## src/hw/sram_host_pkg.sv

```systemverilog
package sram_host_pkg;

	// ---------------------------------------------------------------
	// pin and timer widths and clock
	// ---------------------------------------------------------------
	localparam int ADDR_W  = 21;
	localparam int DATA_W  = 8;
	localparam int TIMER_W = 4;
	// clock period and all times in tenths of a nanosecond
	localparam int CLK_PERIOD_DNS = 200;

	// ---------------------------------------------------------------
	// timing figures, fast grade then slow grade; a single figure where both grades share it
	// ---------------------------------------------------------------
	localparam int READ_CYCLE_MIN_FAST_DNS           = 450;
	localparam int READ_CYCLE_MIN_SLOW_DNS           = 550;
	localparam int ADDRESS_ACCESS_MAX_FAST_DNS       = 450;
	localparam int ADDRESS_ACCESS_MAX_SLOW_DNS       = 550;
	localparam int SELECT_ACCESS_MAX_FAST_DNS        = 450;
	localparam int SELECT_ACCESS_MAX_SLOW_DNS        = 550;
	localparam int OUTPUT_ENABLE_ACCESS_MAX_FAST_DNS = 220;
	localparam int OUTPUT_ENABLE_ACCESS_MAX_SLOW_DNS = 250;
	localparam int OUTPUT_ENABLE_TURN_OFF_DNS        = 180;
	localparam int SELECT_TURN_OFF_DNS               = 180;
	localparam int WRITE_CYCLE_MIN_FAST_DNS          = 450;
	localparam int WRITE_CYCLE_MIN_SLOW_DNS          = 550;
	localparam int SELECT_TO_WRITE_END_FAST_DNS      = 350;
	localparam int SELECT_TO_WRITE_END_SLOW_DNS      = 400;
	localparam int ADDRESS_SETUP_WRITE_END_FAST_DNS  = 350;
	localparam int ADDRESS_SETUP_WRITE_END_SLOW_DNS  = 400;
	localparam int WRITE_STROBE_WIDTH_FAST_DNS       = 350;
	localparam int WRITE_STROBE_WIDTH_SLOW_DNS       = 400;
	localparam int DATA_SETUP_WRITE_END_DNS          = 250;
	localparam int WRITE_STROBE_TURN_OFF_FAST_DNS    = 180;
	localparam int WRITE_STROBE_TURN_OFF_SLOW_DNS    = 200;
	localparam int RETENTION_RECOVERY_FAST_DNS       = 450;
	localparam int RETENTION_RECOVERY_SLOW_DNS       = 550;

	// ---------------------------------------------------------------
	// conversions
	// ---------------------------------------------------------------
	// least time to whole cycles, rounded up, never below one
	function automatic int cyc_min(input int dns);
		int c;
		c = (dns + CLK_PERIOD_DNS - 1) / CLK_PERIOD_DNS;
		return (c < 1) ? 1 : c;
	endfunction

	function automatic int max_of(input int a, input int b);
		return (a > b) ? a : b;
	endfunction

	// ---------------------------------------------------------------
	// carriers
	// ---------------------------------------------------------------
	typedef struct packed {
		logic              write;
		logic [ADDR_W-1:0] addr;
		logic [DATA_W-1:0] wdata;
	} request_t;

	typedef struct packed {
		logic [DATA_W-1:0] rdata;
		logic              corrected;
	} response_t;

	typedef struct packed {
		logic [ADDR_W-1:0] addr;
		logic              select_low_active_n;
		logic              select_high_active;
		logic              write_strobe_n;
		logic              output_enable_n;
		logic [DATA_W-1:0] data_out;
		logic              data_oe;
	} pins_t;

	localparam pins_t PINS_IDLE = '{
		addr:                '0,
		select_low_active_n: 1'b1,
		select_high_active:  1'b0,
		write_strobe_n:      1'b1,
		output_enable_n:     1'b1,
		data_out:            '0,
		data_oe:             1'b0
	};

endpackage

```

## src/hw/delay_timer.sv

```systemverilog
`timescale 1ns/1ns
`default_nettype none

// ---------------------------------------------------------------
// down counter: expired is high once load_value cycles have run
// ---------------------------------------------------------------
module delay_timer #(
	parameter int W = 4
) (
	input  wire logic         clk,
	input  wire logic         rst,
	input  wire logic         load,
	input  wire logic [W-1:0] load_value,
	output logic              expired
);

	logic [W-1:0] cnt_q;

	// loading n-1 gives exactly n cycles in the waiting state
	always_ff @(posedge clk)
	begin
		if (rst)
			cnt_q <= '0;
		else if (load)
			cnt_q <= load_value;
		else if (cnt_q != '0)
			cnt_q <= cnt_q - 1'b1;
	end

	assign expired = (cnt_q == '0);

endmodule

`default_nettype wire

```

## src/hw/sram_host.sv

```systemverilog
// Contract
// RULE1: write happens only while strobe and both selects active
// RULE2: data timed against edge ending write overlap
// RULE3: read cycles spaced at least read cycle time
// RULE4: data and flag valid within address access time
// RULE5: old data held briefly after address change
// RULE6: data valid within select access time
// RULE7: data valid within output enable access time
// RULE8: outputs turn on after output enable falls
// RULE9: outputs float soon after output enable rises
// RULE10: select turn-on late, deselect turn-off early
// RULE11: turn-off always shorter than turn-on
// RULE12: power-up at select, power-down after deselect
// RULE13: write cycle lasts at least write cycle time
// RULE14: selects active long enough before write end
// RULE15: address stable long enough before write end
// RULE16: address stable from write start to end
// RULE17: write strobe low at least its minimum width
// RULE18: write data valid long enough before end
// RULE19: device floats outputs while write strobe low
// RULE20: strobe covers turn-off plus setup with enable low
// RULE21: wait recovery time after retention deselect
// RULE22: error flag tells whether read was corrected
// RULE23: device floats data when not reading
// RULE24: read selects, enables output, keeps strobe high
// RULE25: corrected data never written back by device
// RULE26: host drivers off while device may drive
`timescale 1ns/1ns
`default_nettype none

module sram_host #(
	parameter bit SLOW_GRADE = 1'b0
) (
	input  wire logic                            clk,
	input  wire logic                            rst,
	// user side
	input  wire logic                            req_valid,
	input  wire sram_host_pkg::request_t         req,
	output logic                                 req_ready,
	output logic                                 rsp_valid,
	output sram_host_pkg::response_t             rsp,
	input  wire logic                            retention_req,
	output logic                                 retention_ack,
	// memory pins
	output sram_host_pkg::pins_t                 pins,
	input  wire logic [sram_host_pkg::DATA_W-1:0] data_in,
	input  wire logic                            error_flag_in
);

	// ---------------------------------------------------------------
	// cycle counts for the chosen grade
	// ---------------------------------------------------------------
	localparam int READ_ACCESS = sram_host_pkg::max_of(
		sram_host_pkg::max_of(
			sram_host_pkg::cyc_min(SLOW_GRADE ?
				sram_host_pkg::ADDRESS_ACCESS_MAX_SLOW_DNS :
				sram_host_pkg::ADDRESS_ACCESS_MAX_FAST_DNS),
			sram_host_pkg::cyc_min(SLOW_GRADE ?
				sram_host_pkg::SELECT_ACCESS_MAX_SLOW_DNS :
				sram_host_pkg::SELECT_ACCESS_MAX_FAST_DNS)),
		sram_host_pkg::max_of(
			sram_host_pkg::cyc_min(SLOW_GRADE ?
				sram_host_pkg::OUTPUT_ENABLE_ACCESS_MAX_SLOW_DNS :
				sram_host_pkg::OUTPUT_ENABLE_ACCESS_MAX_FAST_DNS),
			sram_host_pkg::cyc_min(SLOW_GRADE ?
				sram_host_pkg::READ_CYCLE_MIN_SLOW_DNS :
				sram_host_pkg::READ_CYCLE_MIN_FAST_DNS)));
	localparam int TURNAROUND = sram_host_pkg::cyc_min(sram_host_pkg::max_of(
		sram_host_pkg::OUTPUT_ENABLE_TURN_OFF_DNS,
		sram_host_pkg::SELECT_TURN_OFF_DNS));
	localparam int DATA_SETUP =
		sram_host_pkg::cyc_min(sram_host_pkg::DATA_SETUP_WRITE_END_DNS);
	localparam int STROBE_OE_LOW = sram_host_pkg::cyc_min((SLOW_GRADE ?
		sram_host_pkg::WRITE_STROBE_TURN_OFF_SLOW_DNS :
		sram_host_pkg::WRITE_STROBE_TURN_OFF_FAST_DNS) +
		sram_host_pkg::DATA_SETUP_WRITE_END_DNS);
	localparam int WRITE_PULSE = sram_host_pkg::max_of(
		sram_host_pkg::max_of(
			sram_host_pkg::cyc_min(SLOW_GRADE ?
				sram_host_pkg::WRITE_STROBE_WIDTH_SLOW_DNS :
				sram_host_pkg::WRITE_STROBE_WIDTH_FAST_DNS),
			sram_host_pkg::cyc_min(SLOW_GRADE ?
				sram_host_pkg::SELECT_TO_WRITE_END_SLOW_DNS :
				sram_host_pkg::SELECT_TO_WRITE_END_FAST_DNS)),
		sram_host_pkg::max_of(DATA_SETUP,
			sram_host_pkg::cyc_min(SLOW_GRADE ?
				sram_host_pkg::ADDRESS_SETUP_WRITE_END_SLOW_DNS :
				sram_host_pkg::ADDRESS_SETUP_WRITE_END_FAST_DNS)));
	localparam int WRITE_CYCLE = sram_host_pkg::cyc_min(SLOW_GRADE ?
		sram_host_pkg::WRITE_CYCLE_MIN_SLOW_DNS :
		sram_host_pkg::WRITE_CYCLE_MIN_FAST_DNS);
	localparam int WRITE_TAIL = sram_host_pkg::max_of(1,
		WRITE_CYCLE - WRITE_PULSE);
	localparam int RECOVERY = sram_host_pkg::cyc_min(SLOW_GRADE ?
		sram_host_pkg::RETENTION_RECOVERY_SLOW_DNS :
		sram_host_pkg::RETENTION_RECOVERY_FAST_DNS);
	localparam int ACCESS_GAP = sram_host_pkg::max_of(WRITE_CYCLE,
		sram_host_pkg::cyc_min(SLOW_GRADE ?
			sram_host_pkg::READ_CYCLE_MIN_SLOW_DNS :
			sram_host_pkg::READ_CYCLE_MIN_FAST_DNS));
	localparam int TW = sram_host_pkg::TIMER_W;
	// the response flop lands one cycle after the data is sampled
	localparam int RSP_LAT = READ_ACCESS + 1;

	// ---------------------------------------------------------------
	// state
	// ---------------------------------------------------------------
	typedef enum logic [5:0] {
		ST_IDLE    = 6'h01,
		ST_READ    = 6'h02,
		ST_TURN    = 6'h04,
		ST_STROBE  = 6'h08,
		ST_TAIL    = 6'h10,
		ST_RETAIN  = 6'h20
	} state_t;

	typedef enum logic [1:0] {
		PH_NONE    = 2'h0,
		PH_RECOVER = 2'h1
	} phase_t;

	state_t            state_q;
	phase_t            phase_q;
	logic              timer_load;
	logic [TW-1:0]     timer_value;
	logic              timer_done;
	logic              accept;
	logic              overlap;
	logic              selected;
	logic [TW-1:0]     overlap_len_q;
	logic [TW-1:0]     gap_q;
	logic [TW-1:0]     since_retain_q;

	// count n cycles as a load of n-1
	function automatic logic [TW-1:0] wait_of(input int n);
		return TW'(n - 1);
	endfunction

	// ---------------------------------------------------------------
	// timer and decode
	// ---------------------------------------------------------------
	delay_timer #(
		.W (TW)
	) u_timer (
		.clk        (clk),
		.rst        (rst),
		.load       (timer_load),
		.load_value (timer_value),
		.expired    (timer_done)
	);

	// retention takes priority over a waiting access
	assign accept   = (state_q == ST_IDLE) && req_ready && req_valid &&
		!retention_req;
	assign selected = !pins.select_low_active_n && pins.select_high_active;
	assign overlap  = selected && !pins.write_strobe_n; // RULE1

	// timer reload at each timed entry
	always_comb
	begin
		timer_load  = 1'b0;
		timer_value = '0;
		case (state_q)
			ST_IDLE:
			begin
				timer_load  = accept;
				timer_value = req.write ? wait_of(WRITE_PULSE) :
					wait_of(READ_ACCESS); // RULE4 RULE6 RULE7
			end
			ST_READ:
			begin
				timer_load  = timer_done;
				timer_value = wait_of(TURNAROUND); // RULE9 RULE10 RULE11
			end
			ST_STROBE:
			begin
				timer_load  = timer_done;
				timer_value = wait_of(WRITE_TAIL); // RULE13
			end
			ST_RETAIN:
			begin
				// load once only: reloading every cycle would never expire
				timer_load  = !retention_req && phase_q == PH_NONE;
				timer_value = wait_of(RECOVERY); // RULE21
			end
			default:
			begin
				timer_load  = 1'b0;
				timer_value = '0;
			end
		endcase
	end

	// ---------------------------------------------------------------
	// sequencer
	// ---------------------------------------------------------------
	// state and pin drive move together so pins come from flops
	always_ff @(posedge clk)
	begin
		if (rst)
		begin
			state_q <= ST_IDLE;
			pins    <= sram_host_pkg::PINS_IDLE;
		end
		else
		begin
			case (state_q)
				ST_IDLE:
				begin
					if (retention_req)
					begin
						// deselect at once; no setup needed before retention
						state_q <= ST_RETAIN; // RULE21
						pins    <= sram_host_pkg::PINS_IDLE;
					end
					else if (accept && req.write)
					begin
						// address, selects, strobe and data on one edge
						state_q                    <= ST_STROBE;
						pins.addr                  <= req.addr; // RULE16
						pins.select_low_active_n   <= 1'b0;
						pins.select_high_active    <= 1'b1;
						pins.write_strobe_n        <= 1'b0; // RULE1
						pins.output_enable_n       <= 1'b1; // RULE20
						pins.data_out              <= req.wdata; // RULE18
						pins.data_oe               <= 1'b1;
					end
					else if (accept)
					begin
						state_q                    <= ST_READ;
						pins.addr                  <= req.addr;
						pins.select_low_active_n   <= 1'b0;
						pins.select_high_active    <= 1'b1;
						pins.write_strobe_n        <= 1'b1; // RULE24
						pins.output_enable_n       <= 1'b0;
						pins.data_oe               <= 1'b0; // RULE26
					end
				end
				ST_READ:
				begin
					if (timer_done)
					begin
						state_q                  <= ST_TURN;
						pins.output_enable_n     <= 1'b1;
						pins.select_low_active_n <= 1'b1;
						pins.select_high_active  <= 1'b0;
					end
				end
				// device still releasing the bus: no host drive yet
				ST_TURN:
				begin
					if (timer_done)
						state_q <= ST_IDLE; // RULE26
				end
				ST_STROBE:
				begin
					if (timer_done)
					begin
						// strobe ends the write; data held one more cycle
						state_q             <= ST_TAIL;
						pins.write_strobe_n <= 1'b1; // RULE2 RULE17
					end
				end
				ST_TAIL:
				begin
					if (timer_done)
					begin
						state_q                  <= ST_IDLE;
						pins.select_low_active_n <= 1'b1;
						pins.select_high_active  <= 1'b0;
						pins.data_oe             <= 1'b0;
					end
				end
				ST_RETAIN:
				begin
					if (phase_q == PH_RECOVER && timer_done)
						state_q <= ST_IDLE; // RULE21
				end
				default:
				begin
					state_q <= ST_IDLE;
					pins    <= sram_host_pkg::PINS_IDLE;
				end
			endcase
		end
	end

	// recovery phase inside the retention state
	always_ff @(posedge clk)
	begin
		if (rst)
			phase_q <= PH_NONE;
		else if (state_q != ST_RETAIN)
			phase_q <= PH_NONE;
		else if (!retention_req)
			phase_q <= PH_RECOVER;
		else
			phase_q <= PH_NONE;
	end

	// ---------------------------------------------------------------
	// user handshake
	// ---------------------------------------------------------------
	// ready only after a whole idle cycle so spacing is always kept
	always_ff @(posedge clk)
	begin
		if (rst)
		begin
			req_ready     <= 1'b0;
			retention_ack <= 1'b0;
		end
		else
		begin
			req_ready     <= (state_q == ST_IDLE) && !accept &&
				!retention_req;
			retention_ack <= (state_q == ST_RETAIN);
		end
	end

	// corrected flag is captured with the data, never written back
	always_ff @(posedge clk)
	begin
		if (rst)
		begin
			rsp_valid <= 1'b0;
			rsp       <= '0;
		end
		else
		begin
			rsp_valid <= 1'b0;
			if (state_q == ST_READ && timer_done)
			begin
				rsp_valid     <= 1'b1;
				rsp.rdata     <= data_in; // RULE4
				rsp.corrected <= error_flag_in; // RULE22 RULE25
			end
			else if (state_q == ST_TAIL && timer_done)
				rsp_valid <= 1'b1;
		end
	end

	// ---------------------------------------------------------------
	// helper counters for checks
	// ---------------------------------------------------------------
	always_ff @(posedge clk)
	begin
		if (rst)
		begin
			overlap_len_q  <= '0;
			gap_q          <= '1;
			since_retain_q <= '1;
		end
		else
		begin
			overlap_len_q <= overlap ? overlap_len_q + 1'b1 : '0;
			if (accept)
				gap_q <= TW'(1);
			else if (gap_q != '1)
				gap_q <= gap_q + 1'b1;
			// recovery is counted from the end of retention, not of the state
			if (state_q == ST_RETAIN && phase_q == PH_NONE)
				since_retain_q <= '0;
			else if (since_retain_q != '1)
				since_retain_q <= since_retain_q + 1'b1;
		end
	end

	// ---------------------------------------------------------------
	// checks
	// ---------------------------------------------------------------
	a_strobe_width: assert property (@(posedge clk) disable iff (rst) // RULE17
		$fell(overlap) |-> overlap_len_q >= TW'(WRITE_PULSE))
		else $error("write overlap shorter than strobe width");

	a_write_end_setup: assert property (@(posedge clk) disable iff (rst) // RULE18
		$fell(overlap) |-> overlap_len_q >= TW'(DATA_SETUP)
			&& $past(pins.data_oe) && pins.data_oe)
		else $error("data not set up or held at write end");

	a_overlap_stable: assert property (@(posedge clk) disable iff (rst) // RULE16
		overlap && $past(overlap) |-> $stable(pins.addr) &&
			$stable(pins.data_out) && pins.data_oe)
		else $error("address or data moved during write");

	a_access_spacing: assert property (@(posedge clk) disable iff (rst) // RULE3
		accept |-> gap_q >= TW'(ACCESS_GAP))
		else $error("accesses closer than cycle time");

	a_read_bus_off: assert property (@(posedge clk) disable iff (rst) // RULE26
		!pins.output_enable_n |-> !pins.data_oe && pins.write_strobe_n
			&& selected)
		else $error("host drives or strobes during read");

	a_turnaround: assert property (@(posedge clk) disable iff (rst) // RULE26
		$rose(pins.output_enable_n) |-> !pins.data_oe[*2])
		else $error("host drove data before device released bus");

	a_oe_high_write: assert property (@(posedge clk) disable iff (rst) // RULE20
		overlap |-> pins.output_enable_n ||
			overlap_len_q >= TW'(STROBE_OE_LOW))
		else $error("strobe too short with output enable low");

	a_recovery: assert property (@(posedge clk) disable iff (rst) // RULE21
		selected |-> since_retain_q >= TW'(RECOVERY))
		else $error("access before retention recovery");

	a_read_response: assert property (@(posedge clk) disable iff (rst) // RULE4
		accept && !req.write |-> ##(RSP_LAT) rsp_valid)
		else $error("read data not returned after access time");

endmodule

`default_nettype wire

```

## config.mk

```make
export PLATFORM = sky130hd
export DESIGN_NAME = sram_host
export DESIGN_NICKNAME = d
export VERILOG_FILES = /design/src/hw/sram_host_pkg.sv /design/src/hw/delay_timer.sv /design/src/hw/sram_host.sv
export SDC_FILE = /design/constraint.sdc
export NUM_CORES = 1
export LEC_CHECK = 0
export BUFFER_PORTS_ARGS = -buffer_cell sky130_fd_sc_hd__buf_2
export CORE_MARGIN = 4
export CORE_UTILIZATION = 39
export CTS_CLUSTER_DIAMETER = 150
export DETAILED_ROUTE_END_ITERATION = 7
export GPL_TIMING_DRIVEN = 0
export PLACE_DENSITY = 0.73
export SYNTH_ARGS = -nofsm -noshare
export SYNTH_HDL_FRONTEND = slang
export SYNTH_SLANG_ARGS = --single-unit
```

## constraint.sdc

```tcl
create_clock -name clk -period 1.7 [get_ports clk]
set_input_delay 0.17 -clock clk [delete_from_list [all_inputs] [get_ports clk]]
set_output_delay 0.17 -clock clk [all_outputs]
set_load 0.02 [all_outputs]
```

==> results of run 1 <==
layout make-up:
type                            instances  area (um2)
Fill cell                             517        2420
Multi-Input combinational cell        176        1300
Sequential cell                        57        1160
Timing Repair Buffer                  108         602
Clock buffer                           12         155
Buffer                                 15         111
Tap cell                               75        93.8
Clock inverter                          3        40.0
Inverter                                2        7.51
synthesized netlist by cell type (3+ instances only):
cell type	n	area, um2
a211oi_1	3	22.5
a21oi_1	19	95.1
a22o_1	21	184
buf_2	8	40.0
clkbuf_1	8	30.0
dfxtp_1	57	1140
nand2_1	25	93.8
nand2b_1	4	25.0
nand3_1	13	65.1
nand3b_1	10	75.1
nand4_1	3	18.8
nor2_1	14	52.6
nor3_1	8	40.0
o211ai_1	4	30.0
o21ai_0	17	85.1
or3_1	4	25.0
xor2_1	3	26.3
per-layer routing:
metal / vias to the layer above / share of wire [%]
met4: 0 / 0.89
met3: 8 / 8.6
met2: 97 / 49
met1: 1092 / 41
met5: - / 0
li1: 1156 / -
path summary, 6_finish.rpt:
kind                                 to  slack [ps]  depth (start not counted)
setup reg to reg  pins[30]$_SDFFE_PP0P_         -60                          6
hold / removal    pins[18]$_SDFFE_PP0P_          50                          2
hold reg to reg     rsp[6]$_SDFFE_PP0P_         450                          2
setup / recovery  pins[30]$_SDFFE_PP0P_         -60                          6
where the power goes:
part | total [uW] | leakage, uW | internal (uW) | switching [uW]
Combinational | 1410 | 0.000935 | 648 | 761
Sequential | 1540 | 0.000466 | 1440 | 91.1
Clock | 1260 | 0.000102 | 744 | 516
kinds of logic after synthesis:
group	count (synthesis)	synth area share, %
compound gates	72	21.7
xor+xnor	5	1.86
fa+ha+maj	1	0.530
buf+inv	19	3.76
flops	57	48.4
mux	1	0.424
simple gates	97	23.4
critical path, stage by stage, from the launching register on:
cell	delay [ps]
dfxtp_4	370
nor4_4	300
buf_4	200
nand3b_4	150
a41oi_4	330
buf_6	180
a22o_1	150
state kept, by name (all words and copies together), names as in the netlist:
name,cells
req_ready,1
rsp_valid,1
phase_q,1
state_q,6
u_timer.cnt_q,4
retention_ack,1
rsp,9
pins,34
cell usage in the layout, fill, tap and decap left out, drive strengths merged, types with 2 or more instances in the layout:
master / n
nor3b: 3
inv: 2
or2: 2
nand3: 14
nand2b: 4
a211oi: 3
a21oi: 20
nand4: 3
o21ai: 17
or3: 4
clkinv: 2
nand4b: 2
o211ai: 4
nor4: 2
clkbuf: 19
nor3: 8
nand2: 25
xor2: 3
nor2: 15
dfxtp: 57
xnor2: 2
buf: 116
a22o: 21
nand3b: 11
what timing repair did:
item                                    in CTS  in global routing
cloned                                       0                  1
pin swaps                                   12                 21
hold endpoints to repair                     0                  0
endpoints found under the setup margin      52                 50
resized for setup                           29                 44
buffers inserted                            12                  7
through the flow:
stage / TNS [ps] / utilization (%) / total power (uW) / instances / area, um2
global route: -3370 / 58.9 / 4460 / 448 / 3470
global placement: -13900 / 49.4 / 2570 / 415 / 2910
floorplan: -616 / - / 2310 / 252 / 2370
finish: -655 / 58.9 / 4210 / 448 / 3470
detailed placement: -14640 / 49.4 / 2590 / 415 / 2910
CTS: 0 / 56.0 / 4060 / 441 / 3290
==> reports/metrics.cfg, run 1 <==
[synth]
yosysWarnings=0
synth-edff-count=0
synth_flop_cell=dfxtp_1
synth-seq-cells=57
syn-instance-count=252
ys_seq_area_share_pct=48.4
syn_area_per_cell_um2=9.36
synth_cell_types=44
async_flop_share_pct=0
synth_area_um2=2360
syn_nets=296

[worst_setup_path]
arrival_ps=2030
worstPathMaxFanout=10
cp.required_ps=1970
startpoint_type=flip-flop
startpoint=state_q[4]$_SDFFE_PP0P_
cp-end-kind=flip-flop
path_class=flip-flop to flip-flop
r2r-start=state_q[4]$_SDFFE_PP0P_

[floorplan]
num_io_pins=89
start_util_pct=40.1
placementRows=28
chipWidth_um=85.8
coreArea_um2=5890
fp.dieH_um=85.8
die_area_um2=7360

[sta]
period_needed_ps=1760
slew_headroom_pct=62.4
rsz0062_at_grt=true
worst_pin_slew_ps=564
finalHoldViolCount=0
skew_ps=9.85
slew_violations=0
setup_viol=20
max_freq_ghz=0.568
setup_ws_ps=-60.3
hold_ws_ps=47.5
period_share_pct=104

[grt]
grt_pass1_vias=2280
grt_max_degree=11
grtUsageTotal_pct=18.1
met1_usage_pct=21.1
use_met2_pct=30.2
grt_pass1_wl_um=10600
use_met3_pct=6.34
antenna_found_initial=0
busiest_layer=met2
grt_overflow_total=0

[clock_tree]
clk_latency_ps=330
path_clk_slew_ps=60
cts_tree=yes
hold_buffers=0
cts_num_sinks=57
cts_buffers=9
cts-root-buf=clkbuf_8
clockBufferDepth=2
cts_max_level=3

[placement]
place_ws_ps=-382
gp_congestion=0.919
port-buffer-count=88
dp_hpwl_um=4450

[route]
drt-total-wl_um=6630
vias=2353
postRouteAntennaNets=0
dr.pass1.iters=4
wl_per_cell_um=14.8
viasPerCell=5.25
drc_errors=0
drt-initial-drc-count=188

[power_and_ir_drop]
ir_worst_vdd_mv=0.739
p_leak_uw=0.00150
powerDensity_nw_per_um2=1210

[final_layout]
final_net_count=413
diodes=0
layout-drive-gt1-share_pct=45.3
area_growth_pct=47.0

[run_status]
status=finished with violations
violations=negative setup slack

[worst_hold_path]
hold_start=req[13]
holdCritPathClass=input pin to flip-flop

[flow_run]
drv_cap=0

Power figures use the tool's default switching activity.
==> run 2: changes to the inputs <==
- REMOVE_ABC_BUFFERS: default -> 1
==> reports/metrics.cfg, run 2 (same netlist as run 1, synthesis figures left out) <==
[run_status]
status=finished with violations
violations=negative setup slack

[final_layout]
top_register=pins
fin_area_um2=3520  ; +1.6%
layout_common_cells=buf_2 (88), dfxtp_1 (50), nand2_1 (22), buf_4 (22), a22o_1 (21)
largest_reg_flops=34  ; unchanged
final_cells=451  ; +0.67%
fillers=491  ; -5.0%
top_regs=pins x34, rsp x9, state_q x6
diodes=0  ; unchanged
area_growth_pct=49.3
final_net_count=415  ; +0.48%
final_common_cell=buf_2
layout-drive-gt1-share_pct=45.7  ; +0.44 points

[power_and_ir_drop]
powerDensity_nw_per_um2=1190  ; -1.9%
p_leak_uw=0.00152  ; +0.96%
ir_worst_vdd_mv=0.824  ; +12%
total_power_uw=4190  ; -0.42%

[clock_tree]
cts_buffers=9  ; unchanged
hold_buffers=0  ; unchanged
clockBufferDepth=2  ; unchanged
cts_tree=yes
clk_latency_ps=340  ; about the same
cts_num_sinks=57  ; unchanged
path_clk_slew_ps=70  ; about the same
cts-root-buf=clkbuf_8
cts_max_level=3  ; unchanged

[worst_setup_path]
worstPathMaxFanout=5  ; -5
path_class=flip-flop to flip-flop
cp_num_buf_inv=4  ; +2
arrival_ps=2090  ; +60 ps
max_stage_delay_ps=370  ; about the same
cp.required_ps=1980  ; about the same
cp-end-kind=flip-flop
path_cells=buf_4 > nor3_4 > o211ai_1 > buf_4 > buf_6 > a41oi_4 > clkbuf_16 > a22o_1
cp_slowest_cell=dfxtp_4
critPathMostFrequentCell=buf_4
crit_family=buffers and inverters
startpoint_type=flip-flop

[sta]
period_share_pct=107  ; +3.0 points
setup_ws_ps=-111  ; -51.0 ps
slew_violations=0  ; unchanged
rsz0062_at_grt=true
hold_ws_ps=36.8  ; -10.7 ps
slew_headroom_pct=43.1  ; -19 points
fin_tns_setup_ps=-2230  ; -1580 ps
finalHoldViolCount=0  ; unchanged
period_needed_ps=1810  ; +51.0 ps
worst_pin_slew_ps=853  ; +289 ps
max_freq_ghz=0.552  ; -2.8%
setup_viol=40  ; +100%
skew_ps=10.2  ; +0.391 ps

[route]
drt-total-wl_um=7390  ; +12%
postRouteAntennaNets=0  ; unchanged
dr.pass1.iters=6  ; +2
drt-initial-drc-count=159  ; -15%
wl_per_cell_um=16.4  ; +11%
vias=2410  ; +2.4%
viasPerCell=5.34  ; +1.7%
drc_errors=0  ; unchanged

[placement]
dp_hpwl_um=4000  ; -10%
gp_congestion=0.779  ; -15%
port-buffer-count=88  ; unchanged
place_area_um2=2810  ; -3.3%
numPlacedInstances=398  ; -4.1%

[grt]
grt_pass1_vias=2360  ; +3.5%
grtUsageTotal_pct=19.4  ; +1.2 points
grt_overflow_total=0  ; unchanged
grt_pass1_wl_um=11300  ; +6.6%
antenna_found_initial=0  ; unchanged
grt_max_degree=45  ; +34

[flow_run]
drv_cap=0  ; unchanged

[floorplan]
coreArea_um2=5890  ; unchanged
start_util_pct=40.1  ; unchanged
placementRows=28  ; unchanged
chipWidth_um=85.8  ; unchanged
num_io_pins=89  ; unchanged
fp.dieH_um=85.8  ; unchanged
die_area_um2=7360  ; unchanged

[worst_hold_path]
holdCritPathClass=input pin to flip-flop

## run 2: timing repair
action / 4_1_cts / 5_1_grt
gates resized for setup: 26 / 29
setup buffers: 26 / 7
setup endpoints to repair: 54 / 52
gates cloned: 2 / 2
pin swaps: 14 / 20
## run 2: layout make-up
type,instances,area [um2],share of cell area [%]
timing repair buffer,123,801,22.7
sequential,57,1160,33.0
inverter,2,7.51,0.213
clock inverter,6,35.0,0.994
multi-input combinational,178,1300,36.8
clock buffer,10,128,3.62
tap,75,93.8,2.66
## run 2: final timing paths
path	start	cells after the start	slack [ps]	endpoint
setup / recovery	state_q[4]$_SDFFE_PP0P_	8	-110	pins[27]$_SDFFE_PP0P_
hold / removal	req[23]	2	40	pins[28]$_SDFFE_PP0P_
hold reg to reg	rsp[4]$_SDFFE_PP0P_	2	450	rsp[4]$_SDFFE_PP0P_
setup reg to reg	state_q[4]$_SDFFE_PP0P_	8	-110	pins[27]$_SDFFE_PP0P_
## run 2: report_power, final
| group | internal [uW] | total (uW) | switching (uW) |
|---|---|---|---|
| sequential | 1450 | 1580 | 133 |
| clock | 517 | 1080 | 567 |
| combinational | 730 | 1520 | 794 |
## run 2: through the flow
step	utilization, %	worst slack, ps
after global placement	47.8	-994
final	59.9	-111
after CTS	56.5	-26.0
after floorplan	-	-432
after global routing	59.9	-220
after detailed placement	47.8	-1010
## run 2: worst reg2reg max path, cell delays in order (launching register included)
cell	delay [ps]
dfxtp_4	370
buf_4	150
nor3_4	220
o211ai_1	130
buf_4	170
buf_6	110
a41oi_4	250
clkbuf_16	210
a22o_1	140
## run 2: metal layers
metal / up-vias / global-route usage, % / part of all wire, %
li1: 1168 / - / -
met3: 16 / 6.15 / 6.5
met5: - / 0 / 0
met1: 1138 / 23.4 / 42
met2: 88 / 31.9 / 50
met4: 0 / 7.91 / 1.7
